## src/serdes_pkg.sv

```systemverilog
// Purpose: Shared constants and types of the ten-bit serial link framer
// Assumes: One 40 MHz core clock; link pins sampled by the core clock
// Notes:   Offsets are byte addresses on a 32-bit APB
`default_nettype none
package serdes_pkg;
	// ----------------------------------------------------------------
	// Framing
	// ----------------------------------------------------------------
	localparam int          WORD_W       = 10;
	localparam int          FRAME_W      = 12;
	localparam logic [11:0] SYNC_FRAME   = 12'h03f;
	localparam int          IGNORE_EDGES = 5;
	localparam int          INIT_EDGES   = 510;
	localparam int          BIT_CYCLES   = 2;
	localparam int          PH_W         = 4;
	localparam int          QUIET_CYCLES = 3 * FRAME_W * BIT_CYCLES;
	localparam int          RX_FLT_RST   = 0;
	// ----------------------------------------------------------------
	// Registers
	// ----------------------------------------------------------------
	localparam logic [7:0]  REG_CTRL     = 8'h00;
	localparam logic [7:0]  REG_LOCK_CFG = 8'h04;
	localparam logic [7:0]  REG_STATUS   = 8'h08;
	localparam logic [7:0]  REG_RX_WORD  = 8'h0c;
	localparam logic [3:0]  LOCK_CFG_RST = 4'h4;
	localparam int          CTRL_RELOCK  = 0;

	typedef enum logic [1:0] {TX_OFF, TX_INIT, TX_RUN} tx_state_type;
	typedef enum logic [1:0] {RX_HUNT, RX_TRACK, RX_LOCKED} rx_state_type;
endpackage
`default_nettype wire

```

## src/frame_link_if.sv

```systemverilog
// Purpose: Carrier between the framer core and the bit shifter
// Assumes: Single clock domain
// Notes:   take is a one-cycle pulse at each frame boundary
`default_nettype none
interface frame_link_if;
	logic        run;
	logic        take;
	logic [11:0] frame;
	logic        bit_out;
	modport core (output run, output frame, input take, input bit_out);
	modport shifter (input run, input frame, output take, output bit_out);
endinterface
`default_nettype wire

```

## src/pin_filter.sv

```systemverilog
// Purpose: Three-stage pin synchroniser with agreement filter
// Assumes: Inputs asynchronous to clk
// Notes:   A level counts once stages two and three agree
`default_nettype none
module pin_filter #(
	parameter int W = 1
) (
	input  wire logic         clk,
	input  wire logic         rst_n,
	input  wire logic [W-1:0] pin_in,
	output var  logic [W-1:0] level
);
	logic [W-1:0] s1_r;
	logic [W-1:0] s2_r;
	logic [W-1:0] s3_r;
	logic [W-1:0] level_nxt;

	// ----------------------------------------------------------------
	// Per-bit agreement
	// ----------------------------------------------------------------
	for (genvar i = 0; i < W; i++) begin : g_bit
		always_comb begin
			level_nxt[i] = (s2_r[i] == s3_r[i]) ? s3_r[i] : level[i];
		end
	end

	always_ff @(posedge clk or negedge rst_n) begin
		if (!rst_n) begin
			s1_r  <= '0;
			s2_r  <= '0;
			s3_r  <= '0;
			level <= '0;
		end else begin
			s1_r  <= pin_in;
			s2_r  <= s1_r;
			s3_r  <= s2_r;
			level <= level_nxt;
		end
	end
endmodule // pin_filter
`default_nettype wire

```

## src/frame_shifter.sv

```systemverilog
// Purpose: Shifts twelve-bit frames onto the line, first bit first
// Assumes: Frame supplied combinationally in the cycle take is high
// Notes:   Line bit stays low while run is low
`default_nettype none
module frame_shifter #(
	parameter int BIT_CYCLES = serdes_pkg::BIT_CYCLES
) (
	input  wire logic      clk,
	input  wire logic      rst_n,
	frame_link_if.shifter  lnk
);
	localparam logic [3:0]                  LAST_BIT = 4'(serdes_pkg::FRAME_W - 1);
	localparam logic [serdes_pkg::PH_W-1:0] LAST_CYC = serdes_pkg::PH_W'(BIT_CYCLES - 1);

	logic [11:0]                 sh_r, sh_nxt;
	logic [3:0]                  bit_r, bit_nxt;
	logic [serdes_pkg::PH_W-1:0] cyc_r, cyc_nxt;

	assign lnk.take    = lnk.run && (cyc_r == LAST_CYC) && (bit_r == LAST_BIT);
	assign lnk.bit_out = sh_r[0];

	always_comb begin
		sh_nxt  = sh_r;
		bit_nxt = bit_r;
		cyc_nxt = cyc_r + 1'b1;
		if (!lnk.run) begin
			sh_nxt  = '0;
			bit_nxt = LAST_BIT;
			cyc_nxt = LAST_CYC;
		end else if (lnk.take) begin
			sh_nxt  = lnk.frame; // RULE23
			bit_nxt = '0;
			cyc_nxt = '0;
		end else if (cyc_r == LAST_CYC) begin
			sh_nxt  = {1'b0, sh_r[11:1]}; // RULE9
			bit_nxt = bit_r + 1'b1;
			cyc_nxt = '0;
		end
	end

	always_ff @(posedge clk or negedge rst_n) begin
		if (!rst_n) begin
			sh_r  <= '0;
			bit_r <= LAST_BIT;
			cyc_r <= LAST_CYC;
		end else begin
			sh_r  <= sh_nxt;
			bit_r <= bit_nxt;
			cyc_r <= cyc_nxt;
		end
	end
endmodule // frame_shifter
`default_nettype wire

```

## src/serdes_link.sv

```systemverilog
// Purpose: Ten-bit framing serializer and lock-tracking deserializer
// Assumes: All link pins asynchronous; clk doubles as receive reference
// Notes:   One line bit lasts BIT_CYCLES clocks; words faster than a frame are dropped
//
// Behaviour
// [RULE1] Line output stays undriven until transmit init has counted word clocks.
// [RULE2] Sync request sends six ones then six zeros every frame.
// [RULE3] Lock flag stays high while the receiver is still acquiring.
// [RULE4] Pattern sent while either request high, stops once both low.
// [RULE5] Receiver starts acquiring on line transitions, drops lock flag once locked.
// [RULE6] Word captured on rising edge if edge-select high, falling if low.
// [RULE7] Request held five word clocks makes the transmitter ignore input data.
// [RULE8] Each word framed by start bit one and stop bit zero.
// [RULE9] Twelve bits per frame shifted onto the line.
// [RULE10] Source supplies word clock between 20 and 66 MHz; the source model runs it at 5 MHz (200 ns period).
// [RULE11] Data frames only with line enabled, awake and no request.
// [RULE12] Line drive enable low leaves the line output undriven.
// [RULE13] Parallel output counts valid only while lock flag is low.
// [RULE14] Recovered word clock active edge chosen by receive edge select.
// [RULE15] Lost lock raises flag and undrives outputs and recovered clock.
// [RULE16] Host watches lock flag and pulses a sync request on loss.
// [RULE17] Two independent request inputs, either one starts the pattern.
// [RULE18] Parallel input word latched by the transmit word clock.
// [RULE19] System supplies the receiver reference clock.
// [RULE20] Receiver also locks to random data without the pattern.
// [RULE21] Leaving sleep costs 510 word clocks of reinitialisation.
// [RULE22] Receive enable low undrives outputs, lock flag stays driven.
// [RULE23] Frame order: start bit, data bits zero to nine, stop bit.
`default_nettype none
module serdes_link #(
	parameter int BIT_CYCLES = serdes_pkg::BIT_CYCLES,
	parameter int INIT_EDGES = serdes_pkg::INIT_EDGES
) (
	input  wire logic        clk,
	input  wire logic        rst_n,
	input  wire logic        psel,
	input  wire logic        penable,
	input  wire logic        pwrite,
	input  wire logic [7:0]  paddr,
	input  wire logic [31:0] pwdata,
	output var  logic [31:0] prdata,
	output var  logic        pready,
	output var  logic        pslverr,
	input  wire logic        tx_word_clock,
	input  wire logic        tx_edge_select,
	input  wire logic [9:0]  tx_parallel_in,
	input  wire logic        pattern_request_a,
	input  wire logic        pattern_request_b,
	input  wire logic        line_drive_enable,
	input  wire logic        sleep_n,
	output var  logic        line_out,
	output var  logic        line_out_oe,
	input  wire logic        rx_line_in,
	input  wire logic        rx_edge_select,
	input  wire logic        rx_output_enable,
	output var  logic [9:0]  rx_parallel_out,
	output var  logic        rx_parallel_out_oe,
	output var  logic        rx_word_clock,
	output var  logic        rx_word_clock_oe,
	output var  logic        lock_n
);
	localparam logic [serdes_pkg::PH_W-1:0] LAST_CYC  = serdes_pkg::PH_W'(BIT_CYCLES - 1);
	localparam logic [serdes_pkg::PH_W-1:0] MID_CYC   = serdes_pkg::PH_W'(BIT_CYCLES / 2);
	localparam logic [8:0]                  INIT_LAST = 9'(INIT_EDGES - 1);
	localparam logic [7:0]                  QUIET_MAX = 8'(serdes_pkg::QUIET_CYCLES);
	localparam logic [7:0]                  HALF_WORD = 8'(serdes_pkg::FRAME_W * BIT_CYCLES / 2);

	// ----------------------------------------------------------------
	// Pin sampling
	// ----------------------------------------------------------------
	logic [18:0] pins_f;
	logic        wclk_f, sel_f, req_a_f, req_b_f, den_f, awake_f, rxl_f, rxsel_f, ren_f;
	logic [9:0]  din_f;

	pin_filter #(.W(19)) u_pins (
		.clk    (clk),
		.rst_n  (rst_n),
		.pin_in ({tx_word_clock, tx_edge_select, tx_parallel_in, pattern_request_a, pattern_request_b,
		          line_drive_enable, sleep_n, rx_line_in, rx_edge_select, rx_output_enable}),
		.level  (pins_f)
	);
	assign {wclk_f, sel_f, din_f, req_a_f, req_b_f, den_f, awake_f, rxl_f, rxsel_f, ren_f} = pins_f;

	// ----------------------------------------------------------------
	// Transmit control
	// ----------------------------------------------------------------
	frame_link_if lnk ();
	frame_shifter #(.BIT_CYCLES(BIT_CYCLES)) u_shift (
		.clk   (clk),
		.rst_n (rst_n),
		.lnk   (lnk)
	);

	serdes_pkg::tx_state_type tx_st_r, tx_st_nxt;
	logic       wclk_d_r, wclk_rise, wclk_fall, cap_edge, req_any, data_ignore;
	logic [8:0] init_r, init_nxt;
	logic [2:0] ign_r, ign_nxt;
	logic [9:0] word_r, word_nxt;
	logic       line_r, line_nxt;

	assign wclk_rise   = wclk_f && !wclk_d_r;
	assign wclk_fall   = !wclk_f && wclk_d_r;
	assign cap_edge    = sel_f ? wclk_rise : wclk_fall; // RULE6
	assign req_any     = req_a_f || req_b_f; // RULE17
	assign data_ignore = (ign_r == 3'(serdes_pkg::IGNORE_EDGES)); // RULE7
	assign lnk.run     = (tx_st_r == serdes_pkg::TX_RUN);
	// Pattern on request, otherwise framed data word
	assign lnk.frame   = req_any ? serdes_pkg::SYNC_FRAME : {1'b0, word_r, 1'b1}; // RULE2 RULE4 RULE8 RULE11
	assign line_out    = line_r;
	assign line_out_oe = lnk.run && den_f && awake_f; // RULE1 RULE12

	always_comb begin
		tx_st_nxt = tx_st_r;
		init_nxt  = init_r;
		ign_nxt   = ign_r;
		word_nxt  = word_r;
		line_nxt  = lnk.bit_out;
		case (tx_st_r)
			serdes_pkg::TX_OFF: begin
				init_nxt = '0;
				if (awake_f) begin
					tx_st_nxt = serdes_pkg::TX_INIT;
				end
			end
			serdes_pkg::TX_INIT: begin
				if (!awake_f) begin
					tx_st_nxt = serdes_pkg::TX_OFF;
				end else if (wclk_rise) begin
					init_nxt = init_r + 1'b1;
					if (init_r == INIT_LAST) begin
						tx_st_nxt = serdes_pkg::TX_RUN; // RULE21
					end
				end
			end
			default: begin
				if (!awake_f) begin
					tx_st_nxt = serdes_pkg::TX_OFF;
				end
			end
		endcase
		if (!req_any) begin
			ign_nxt = '0;
		end else if (wclk_rise && !data_ignore) begin
			ign_nxt = ign_r + 1'b1;
		end
		if (cap_edge && !data_ignore && lnk.run) begin
			word_nxt = din_f; // RULE18
		end
	end

	always_ff @(posedge clk or negedge rst_n) begin
		if (!rst_n) begin
			tx_st_r  <= serdes_pkg::TX_OFF;
			init_r   <= '0;
			ign_r    <= '0;
			word_r   <= '0;
			line_r   <= 1'b0;
			wclk_d_r <= 1'b0;
		end else begin
			tx_st_r  <= tx_st_nxt;
			init_r   <= init_nxt;
			ign_r    <= ign_nxt;
			word_r   <= word_nxt;
			line_r   <= line_nxt;
			wclk_d_r <= wclk_f;
		end
	end

	// ----------------------------------------------------------------
	// Receive lock and deframing
	// ----------------------------------------------------------------
	serdes_pkg::rx_state_type rx_st_r, rx_st_nxt;
	logic                        rxl_d_r, line_edge, strobe, frame_end, frame_ok, relock;
	logic [serdes_pkg::PH_W-1:0] ph_r, ph_nxt;
	logic [11:0]                 win_r, win_nxt;
	logic [3:0]                  bitc_r, bitc_nxt, good_r, good_nxt, lock_need;
	logic [7:0]                  quiet_r, quiet_nxt, rck_r, rck_nxt;
	logic [9:0]                  out_r, out_nxt;
	logic                        rclk_r, rclk_nxt;
	logic [3:0]                  lock_cfg_r;

	assign line_edge = rxl_f ^ rxl_d_r;
	// Phase realigns on every transition, which is how the clock is recovered
	assign ph_nxt    = (line_edge || ph_r == LAST_CYC) ? '0 : ph_r + 1'b1;
	assign strobe    = (ph_nxt == MID_CYC);
	assign win_nxt   = strobe ? {rxl_f, win_r[11:1]} : win_r;
	assign frame_end = strobe && (bitc_r == 4'(serdes_pkg::FRAME_W - 1));
	assign frame_ok  = win_nxt[0] && !win_nxt[11]; // RULE23
	assign lock_need = (lock_cfg_r == '0) ? 4'h1 : lock_cfg_r;

	always_comb begin
		rx_st_nxt = rx_st_r;
		bitc_nxt  = strobe ? bitc_r + 1'b1 : bitc_r;
		good_nxt  = good_r;
		quiet_nxt = line_edge ? '0 : ((quiet_r == QUIET_MAX) ? quiet_r : quiet_r + 1'b1);
		out_nxt   = out_r;
		case (rx_st_r)
			serdes_pkg::RX_HUNT: begin
				good_nxt = '0;
				bitc_nxt = '0;
				if (line_edge) begin
					rx_st_nxt = serdes_pkg::RX_TRACK; // RULE5
				end
			end
			serdes_pkg::RX_TRACK: begin
				if (frame_end && frame_ok) begin
					bitc_nxt = '0;
					good_nxt = good_r + 1'b1;
					if (good_r + 1'b1 >= lock_need) begin
						rx_st_nxt = serdes_pkg::RX_LOCKED; // RULE5 RULE20
					end
				end else if (frame_end) begin
					// Slip one bit: the next bit closes a shifted window
					good_nxt = '0;
					bitc_nxt = bitc_r;
				end
			end
			default: begin
				if (frame_end && frame_ok) begin
					bitc_nxt = '0;
					out_nxt  = win_nxt[10:1];
				end else if (frame_end) begin
					rx_st_nxt = serdes_pkg::RX_HUNT; // RULE15
				end
			end
		endcase
		if (relock || (rx_st_r != serdes_pkg::RX_HUNT && quiet_r == QUIET_MAX)) begin
			rx_st_nxt = serdes_pkg::RX_HUNT;
		end
		// Inactive level at the word change, active edge half a word later
		rck_nxt  = (rck_r == '0) ? '0 : rck_r - 1'b1;
		rclk_nxt = rclk_r;
		if (out_nxt != out_r || (frame_end && rx_st_r == serdes_pkg::RX_LOCKED)) begin
			rck_nxt  = HALF_WORD;
			rclk_nxt = !rxsel_f; // RULE14
		end else if (rck_r == 8'h01) begin
			rclk_nxt = rxsel_f; // RULE14
		end
	end

	always_ff @(posedge clk or negedge rst_n) begin
		if (!rst_n) begin
			rx_st_r <= serdes_pkg::RX_HUNT;
			rxl_d_r <= 1'b0;
			ph_r    <= '0;
			win_r   <= '0;
			bitc_r  <= '0;
			good_r  <= '0;
			quiet_r <= '0;
			out_r   <= '0;
			rck_r   <= '0;
			rclk_r  <= 1'b0;
		end else begin
			rx_st_r <= rx_st_nxt;
			rxl_d_r <= rxl_f;
			ph_r    <= ph_nxt;
			win_r   <= win_nxt;
			bitc_r  <= bitc_nxt;
			good_r  <= good_nxt;
			quiet_r <= quiet_nxt;
			out_r   <= out_nxt;
			rck_r   <= rck_nxt;
			rclk_r  <= rclk_nxt;
		end
	end

	assign lock_n             = (rx_st_r != serdes_pkg::RX_LOCKED); // RULE3
	assign rx_parallel_out    = out_r;
	assign rx_word_clock      = rclk_r;
	assign rx_parallel_out_oe = !lock_n && ren_f; // RULE13 RULE15 RULE22
	assign rx_word_clock_oe   = !lock_n && ren_f; // RULE15 RULE22

	// ----------------------------------------------------------------
	// APB registers
	// ----------------------------------------------------------------
	logic        wr_acc, rd_setup, mapped;
	logic [31:0] rd_val, prdata_nxt;
	logic [3:0]  lock_cfg_nxt;

	assign wr_acc   = psel && penable && pwrite;
	assign rd_setup = psel && !penable;
	assign mapped   = (paddr == serdes_pkg::REG_CTRL) || (paddr == serdes_pkg::REG_LOCK_CFG)
	                  || (paddr == serdes_pkg::REG_STATUS) || (paddr == serdes_pkg::REG_RX_WORD);
	assign relock   = wr_acc && (paddr == serdes_pkg::REG_CTRL) && pwdata[serdes_pkg::CTRL_RELOCK];
	assign pready   = 1'b1;
	assign pslverr  = psel && penable && !mapped;
	logic [31:0] prdata_r_q;

	assign prdata   = prdata_r_q;

	always_comb begin
		if (paddr == serdes_pkg::REG_LOCK_CFG) begin
			rd_val = {28'h0, lock_cfg_r};
		end else if (paddr == serdes_pkg::REG_STATUS) begin
			rd_val = {27'h0, line_out_oe, data_ignore, req_any, lnk.run, lock_n};
		end else if (paddr == serdes_pkg::REG_RX_WORD) begin
			rd_val = {22'h0, out_r};
		end else begin
			rd_val = 32'h0;
		end
		prdata_nxt   = rd_setup ? rd_val : prdata_r_q;
		lock_cfg_nxt = (wr_acc && paddr == serdes_pkg::REG_LOCK_CFG) ? pwdata[3:0] : lock_cfg_r;
	end

	always_ff @(posedge clk or negedge rst_n) begin
		if (!rst_n) begin
			prdata_r_q <= '0;
			lock_cfg_r <= serdes_pkg::LOCK_CFG_RST;
		end else begin
			prdata_r_q <= prdata_nxt;
			lock_cfg_r <= lock_cfg_nxt;
		end
	end
endmodule // serdes_link
`default_nettype wire

```

## config.mk

```make
export PLATFORM = sky130hd
export DESIGN_NAME = serdes_link
export DESIGN_NICKNAME = d
export VERILOG_FILES = /design/src/serdes_pkg.sv /design/src/frame_link_if.sv /design/src/pin_filter.sv /design/src/frame_shifter.sv /design/src/serdes_link.sv
export SDC_FILE = /design/constraint.sdc
export NUM_CORES = 1
export LEC_CHECK = 0
export ABC_AREA = 1
export ABC_CLOCK_PERIOD_IN_PS = 2400
export BUFFER_PORTS_ARGS = -buffer_cell sky130_fd_sc_hd__buf_2
export CORE_MARGIN = 2
export CORE_UTILIZATION = 23
export CTS_CLUSTER_DIAMETER = 40
export DETAILED_ROUTE_END_ITERATION = 10
export HOLD_SLACK_MARGIN = 0.06
export PLACE_DENSITY_LB_ADDON = 0.2
export SYNTH_ARGS = -nofsm -noshare
export SYNTH_HDL_FRONTEND = slang
export SYNTH_SLANG_ARGS = --single-unit
```

## constraint.sdc

```tcl
create_clock -name clk -period 2.4 [get_ports clk]
set_clock_uncertainty 0.1 [all_clocks]
set_input_delay 0.24 -clock clk [delete_from_list [all_inputs] [get_ports clk]]
set_output_delay 0.24 -clock clk [all_outputs]
set_load 0.02 [all_outputs]
```

==> impl.org, run 1 <==
** Synthesis
- Leading register cell type out of synthesis :: dfrtp_1
- The synthesized design contains 0 enable-type register cells.
- The mapped netlist covers 8055 um^2.
- The synthesized netlist contains 53 unique library cells.
- The synthesized design spends more area on one cell type than any other, namely dfrtp_1.
- Synthesized area per cell :: 10.01 um^2
- Yosys reg bits :: 189
- Async S/R FF share, synth :: 100.0%
- Post-synthesis cell count :: 805
- By area the synthesized netlist is led by dfrtp_1 57%, inv_1 5.7%, nand2_1 4.9%.
- During synthesis, Yosys emitted a total of 0 warnings.
- Area share of the largest cell type after synthesis :: 57.16%
- Sequential elements use 58.79% of the synthesized area.

** Setup path
- Crit start category :: flop
- Maximum fanout along the worst path :: 8
- STA classifies the critical path endpoint as a flop.
- Critical path class :: reg2reg
- Worst path arrival time :: 2690 ps
- At the worst endpoint, the required time is 2630 ps.

** Clocking
- TritonCTS built the clock tree.
- After clock tree synthesis, the clock-pin slew on the worst setup and hold paths is 80 ps.
- Num CTS Buffers :: 17
- Sink count of the clock tree :: 189
- Buffer levels on the longest clock path :: 2
- In this run the number of H-tree levels came out at 4.
- Worst-Skew Late Latency :: 440 ps
- Root buffer selected by CTS :: clkbuf_16

** Floorplan
- The die is 191.1 um wide.
- Row generation in the floorplan step produced 68 rows.
- Starting density of the core :: 23.32%
- In this run the count of I/O pins placed on the die edge is 114.
- The floorplan step defined a core boundary enclosing 34540 um^2.
- The die is 191.1 um tall.
- Die Outline Area :: 36540 um^2

** STA
- Min Clock Period, post-route :: 2464 ps
- Measured against its own limit, the worst slew margin works out to 55.11%.
- The final hold violation count came to 0.
- Portion of the clock cycle consumed by the worst path in the final layout :: 102.7%
- Once routing completed, OpenROAD measured the worst setup slack at -63.75 ps.
- Summed over all failing endpoints, the final setup total negative slack is -514.3 ps.
- Worst slew pin tran :: 673.3 ps
- Setup violations remaining at the end of the flow were counted as 9.
- Number of slew-limit violations in the final report :: 0
- Setup repair after global routing could not meet its margin everywhere.
- On the final layout, the worst hold slack is 191.4 ps.
- Based on the critical path, the design can be clocked at up to 0.4059 GHz.

** Place
- The wire-length estimate of the detail-placed layout is 12650 um.
- Placement Setup Slack :: -163.2 ps
- Final RePlAce weighted congestion :: 0.7749
- Number of buffer cells added on primary ports :: 62

** Min path
- Min-Delay Path Class :: in2reg

** Finish
- Antenna diode instance count :: 0
- Post-layout nets :: 1031
- Number of fill cells in the layout :: 3666
- Share of post-route cells with drive strength above 1 :: 22.60%
- Syn-to-layout area delta :: 27.01%

** Status
- The final reports fail on setup timing.
- The flow ran to the end, but the final reports show violations.

** Global route
- Maximum number of pins on one net before global-route repair :: 80
- Via count of the first global-routing pass :: 5567
- Sum of overflow across all layers after global routing :: 0
- Global-route wire length before repair :: 28750 um
- Global routing used 9.986% of the available tracks across all layers.
- Initial antenna violation count :: 0

** Routing
- After detailed routing, the number of remaining DRC violations is 0.
- The detailed router placed 5627 vias in this run.
- In this run, the number of DRC markers left after iteration 0 of detailed routing was 278.
- For this block, the routed nets add up to 17270 um of wire.
- DRT antenna net count :: 0
- After detailed routing, the number of vias per cell comes to 3.977.
- Dividing the detail-routed wire length by the instance count gives 12.20 um.
- Number of iterations in the first detailed-routing pass :: 4

** Flow run
- Max-cap violations in this run came to 0.

** Power and ir drop
- The worst-case IR drop observed on VDD is 0.4510 mV.
- Power density relative to cell area :: 821.9 nW/um^2
- In this run the static leakage power is 0.004930 uW.
==> logic make-up after synthesis <==
logic type	after synthesis	synth area share (%)
AND/OR/NAND/NOR	262	14.85
buffers and inverters	162	8.900
AO/OA/AOI/OAI	131	9.413
XOR/XNOR	10	1.087
flip-flops	189	58.79
other	2	0.09323
multiplexers	10	1.398
adder cells (fa/ha/maj)	39	5.468
==> synthesized netlist by cell type, types with 11 or more instances <==
| cell type | number |
|---|---|
| o21ai_0 | 65 |
| a21oi_1 | 26 |
| dfrtp_1 | 184 |
| nand3_1 | 28 |
| nor2_1 | 74 |
| nand2_1 | 106 |
| nand4_1 | 14 |
| buf_4 | 24 |
| maj3_1 | 19 |
| ha_1 | 20 |
| nor3_1 | 11 |
| inv_1 | 123 |
==> per-layer routing <==
layer / wire, um / GRT usage [%] / up-vias
met5: 0 / 0 / -
met4: 219 / 3.254 / 0
met3: 542 / 1.983 / 7
met2: 7710 / 15.36 / 85
met1: 8797 / 14.03 / 2682
li1: - / - / 2853
==> cells in the final DEF (no fill, tap or decap), types with 19 or more instances in the layout <==
cell type        n
buf_2           61
nor2_1          67
dlygate4sd3_1   24
conb_1          23
a21oi_1         25
maj3_1          19
o21ai_0         59
nand3_1         25
nand2_1        101
buf_4           45
dfrtp_1        181
inv_1          121
==> worst max-delay path, cell delays in order (launching register included) <==
cell     delay (ps)
dfrtp_2         450
ha_4            190
xor2_2          180
nor2_4          110
nand3_4         130
buf_12          150
nor2_4           80
inv_2            60
nor2_4          180
nand2_4         140
inv_8           110
nand3_1          70
nand3_1         140
nor2_2           80
nand2_4         130
nor2_1           50
==> stage by stage <==
| step | cell area [um^2] | std cells | total power [uW] | util [%] |
|---|---|---|---|---|
| 4_1_cts | 10100 | 1412 | 8470 | 29.24 |
| 5_1_grt | 10230 | 1415 | 8948 | 29.62 |
| 3_5_place_dp | 9151 | 1354 | 5318 | 26.49 |
| 2_1_floorplan | 8134 | 826 | 4788 | - |
| 6_report | 10230 | 1415 | 8409 | 29.62 |
| 3_3_place_gp | 9151 | 1354 | 5306 | 26.49 |
==> cell type report <==
type                            count  area [um^2]  share of cell area (%)
Clock buffer                       17        425.4                   4.158
Clock inverter                     15        216.5                   2.116
Inverter                          128        488.0                   4.769
Multi-Input combinational cell    475         2813                   27.49
Sequential cell                   189         4740                   46.32
Tap cell                          455        569.3                   5.564
Timing Repair Buffer              136        979.7                   9.576
==> path summary, 6_finish.rpt <==
kind                           startpoint              end  slack [ps]  cells past startpoint
setup / recovery                  ph_r[0]         rck_r[6]         -60                     15
hold / removal                    penable        prdata[0]         190                      4
setup reg to reg                  ph_r[0]         rck_r[6]         -60                     15
hold reg to reg            u_pins.s1_r[1]   u_pins.s2_r[1]         250                      0
max in group asynchronous           rst_n          ph_r[0]        1190                      3
min in group asynchronous           rst_n  u_pins.s2_r[16]         290                      2
==> power by group <==
group / switching [uW] / internal (uW) / total, uW
Combinational: 1010 / 665 / 1680
Clock: 1520 / 1470 / 2990
Sequential: 211 / 3530 / 3740
==> what timing repair did <==
item,CTS,global route
setup endpoints to repair,10,22
gates resized for setup,13,32
buffers inserted,3,4
pin swaps,14,12
endpoints found under the hold margin,91,0
hold buffers,24,0
cloned,0,0
==> sequential cells by signal, summed over array words and instances, names as in the netlist, 8 cells and up <==
register / flops
u_pins.s1_r: 19
win_r: 12
word_r: 10
u_pins.s3_r: 19
init_r: 9
quiet_r: 8
u_pins.s2_r: 19
rck_r: 8
u_shift.sh_r: 11
prdata: 10
u_pins.level: 19
rx_parallel_out: 10
No activity file was read; power rests on OpenSTA's default activity.
==> run 2, diff against run 1 <==
Settings changed: SYNTH_HIERARCHICAL set to 1.
==> run 2 against run 1 <==
  * Routed wire length grew 7.5%
  * Combinational power up 55%
  * Critical endpoint is now rck_r[2]
  * Register-to-register slack worse by 30 ps
  * Highest routed layer unchanged
  * Critical path depth rose by 1
  * Sequential share of layout area is 2.0 points lower
  * Setup slack got worse by 33 ps
  * First-iteration DRC count is 11% higher
  * The flow still finishes with violations (setup timing)
  * Clock power down 8.4%
  * Synthesized cell count grew 15%
  * Area after synthesis is 5.3% higher
  * Count of clock-buffer cells in the layout rose by 1
==> impl.org, run 2 <==
** Status
- Status :: finished with violations
- The final reports fail on setup timing.

** Global route
- Most used routing layer :: met2
- The via count of the first global-routing pass is 6111.
- For this run, global-route usage on met3 was measured as 1.943%.
- Global routing finished with a remaining overflow of 0.
- Met1 routing resource usage after global routing :: 13.35%
- For this run, the total global-route usage over all layers was measured as 10.23%.
- Global-route wire length before repair :: 30940 um
- Initial antenna violation count :: 0
- For met2 alone, demand over resource in global routing was 16.79%.
- Entering global routing, the biggest net connects 70 pins.

** Routing
- Post-route DRC :: 0
- The routed layout has 6132 vias.
- Starting DRC count in detailed routing :: 309
- In the final routed layout, each cell accounts on average for 11.87 um.
- DRT Wirelength :: 18560 um
- Number of iterations in the first detailed-routing pass :: 4
- Via density per instance :: 3.923
- DRT antenna net count :: 0

** Floorplan
- During I/O placement, the number of pins put on the boundary was 114.
- The die covers 38440 um^2.
- The floorplan step set the die width to 196.1 um.
- After floorplanning, the core was sized to cover 36430 um^2.
- Die Y-Extent :: 196.1 um
- Starting density of the core :: 23.29%
- The floorplan has 70 rows.

** Power and ir drop
- The analysis attributes to net switching a power of 3199 uW.
- The internal power of the cells totals 6151 uW.
- In this run switching power makes up 34.21% of total power.
- Sequential cells burn 42.9% of the power.
- The clock network is responsible for 29.3% of the overall power.
- Combinational logic burns 27.8% of the power.
- Across the VDD grid, the largest voltage drop is 0.4683 mV.
- Summed over all cells, the static leakage comes to 0.005375 uW.
- Power density relative to cell area :: 871.0 nW/um^2

** Place
- Number of buffer cells added on primary ports :: 62
- DP Cell Count :: 1489
- Detailed-placement wirelength estimate :: 12930 um
- The congestion estimate from routability-driven global placement came to 0.7438.
- Placement Setup Slack :: -225.3 ps

** STA
- At the pin with the least slew margin, the transition time is 619.5 ps.
- Counting I/O delays and the setup requirement, the final critical path takes 2496 ps.
- Setup repair after global routing missed its margin :: true
- Final hold analysis gives a worst-case slack of 69.22 ps.
- Setup_tns :: -656.2 ps
- Number of hold violations in the final report :: 0
- Post-layout worst setup margin :: -96.43 ps
- F_max :: 0.4006 GHz
- Portion of the clock cycle consumed by the worst path in the final layout :: 104.0%
- Setup violations remaining at the end of the flow were counted as 12.
- The worst pin sits at a relative slew slack of 58.70%.
- The number of max-slew violations in the final report was 0.

** Finish
- The library cell used most frequently in the layout, excluding fill and tap cells, is dfrtp_1.
- Post-layout nets :: 1166
- In the layout the commonest cells are 185 x dfrtp_1, 180 x nand2_1, 134 x inv_1.
- Share of post-route cells with drive strength above 1 :: 22.74%
- Filler-free cell count of the finished design :: 1563
- Syn-to-layout area delta :: 26.51%
- The number of antenna diodes in the final layout is 0.
- After filler insertion, the fill cell instance count of the layout stands at 3857.

** Setup path
- The worst setup path is launched from a flop.
- The worst setup path is captured at a flop.
- Crit path top cell by count :: nand2_1
- Master of the slowest instance on the critical path :: dfrtp_1
- For the worst setup path, the data arrival time is 2730 ps.
- At the worst endpoint, the required time is 2630 ps.
- Startpoint of the most critical register-to-register path :: ph_r[1]
- Critical path class :: reg2reg
- Depth of the worst register-to-register path :: 16
- The endpoint identified for the worst register-to-register timing path is rck_r[2].
- Walking the worst path, the cells encountered are ha_2, xor2_1, nor2_1, nand3_4, buf_6, buf_6, o21ai_4, nor2_4, nand2_1, nand2_1, nor2_1, nand2_2, nor2_4, nand2_4, inv_2, nand2_1.
- For flop-to-flop paths, the worst setup slack is -100 ps.
- Delay of the slowest critical-path stage :: 400 ps
- Of all nets on the critical path, the largest fanout is 8.

** Clocking
- No sink is reached through more buffers than the 2 on the longest clock path.
- H-Tree Level Count :: 4
- Worst-Skew Late Latency :: 440 ps
- CTS saw 190 sinks.
- TritonCTS built the clock tree.
- The number of clock buffers added by TritonCTS is 17.
- Clk slew on worst S/H paths :: 70 ps
- Root buffer selected by CTS :: clkbuf_16

** Min path
- The tightest min-delay check is of the in2reg type.
- The worst hold path was traced through 4 stages.
- The path with the worst hold slack has its endpoint at prdata[8].
- Hold path start :: penable

** Synthesis
- Post-synthesis cell count :: 929
- Yosys printed 6 warnings.
- Each instance of the synthesized netlist takes up on average 9.133 um^2.
- The mapped netlist covers 8484 um^2.

** Flow run
- Maximum capacitance violations :: 0
[run 2: worst max-delay path: cells and delay by family, from the launching register on]
kind | cells | cell delay (ps)
XOR/XNOR | 1 | 160
adder cells (fa/ha/maj) | 1 | 210
flip-flops | 1 | 400
AO/OA/AOI/OAI | 1 | 170
buffers and inverters | 3 | 350
AND/OR/NAND/NOR | 10 | 990
[run 2: how the worst max path moves through the flow]
stage,cells after the start,slack [ps],endpoint,startpoint
2_1_floorplan,17,20,rck_r[3],ph_r[0]
3_3_place_gp,16,-210,rck_r[3],ph_r[0]
3_5_place_dp,16,-230,rck_r[2],ph_r[0]
4_1_cts,17,-120,rck_r[2],ph_r[1]
5_1_grt,16,-310,rx_st_r[0],ph_r[0]
6_report,16,-100,rck_r[2],ph_r[1]
[run 2: per-layer routing]
metal  up-vias  part of all wire, %
met5         -                    0
met2        66                   48
met3        14                  2.7
li1       3187                    -
met1      2865                   48
met4         0                  1.6
[run 2: cell type report]
class | count | area (um^2) | share of cell area (%)
multi-input combinational | 583 | 3158 | 29.42
clock buffer | 18 | 439.2 | 4.091
tap | 468 | 585.6 | 5.455
sequential | 190 | 4761 | 44.35
timing repair buffer | 148 | 1130 | 10.53
clock inverter | 14 | 120.1 | 1.119
inverter | 142 | 540.5 | 5.036
[run 2: repair_timing]
item | 4_1_cts | 5_1_grt
setup endpoints to repair | 11 | 19
pin swaps | 14 | 12
cloned | 0 | 1
hold buffers | 24 | 0
gates resized for setup | 40 | 31
buffers inserted | 17 | 2
hold endpoints to repair | 208 | 0
[run 2: power groups by stage]
stage               clock network (uW)  logic [uW]  registers, uW
global placement                     0        2260           4060
CTS                               2860        2580           4010
floorplan                            0        1630           3990
global route                      3000        2940           4080
detailed placement                   0        2280           4060
finish                            2740        2600           4010
[run 2: through the flow]
step | utilization (%) | cell area (um^2) | total power [uW]
after floorplan | - | 8571 | 5617
after global placement | 26.22 | 9552 | 6318
after detailed placement | 26.22 | 9552 | 6344
after CTS | 29.14 | 10620 | 9443
after global routing | 29.46 | 10730 | 10020
final | 29.46 | 10730 | 9350
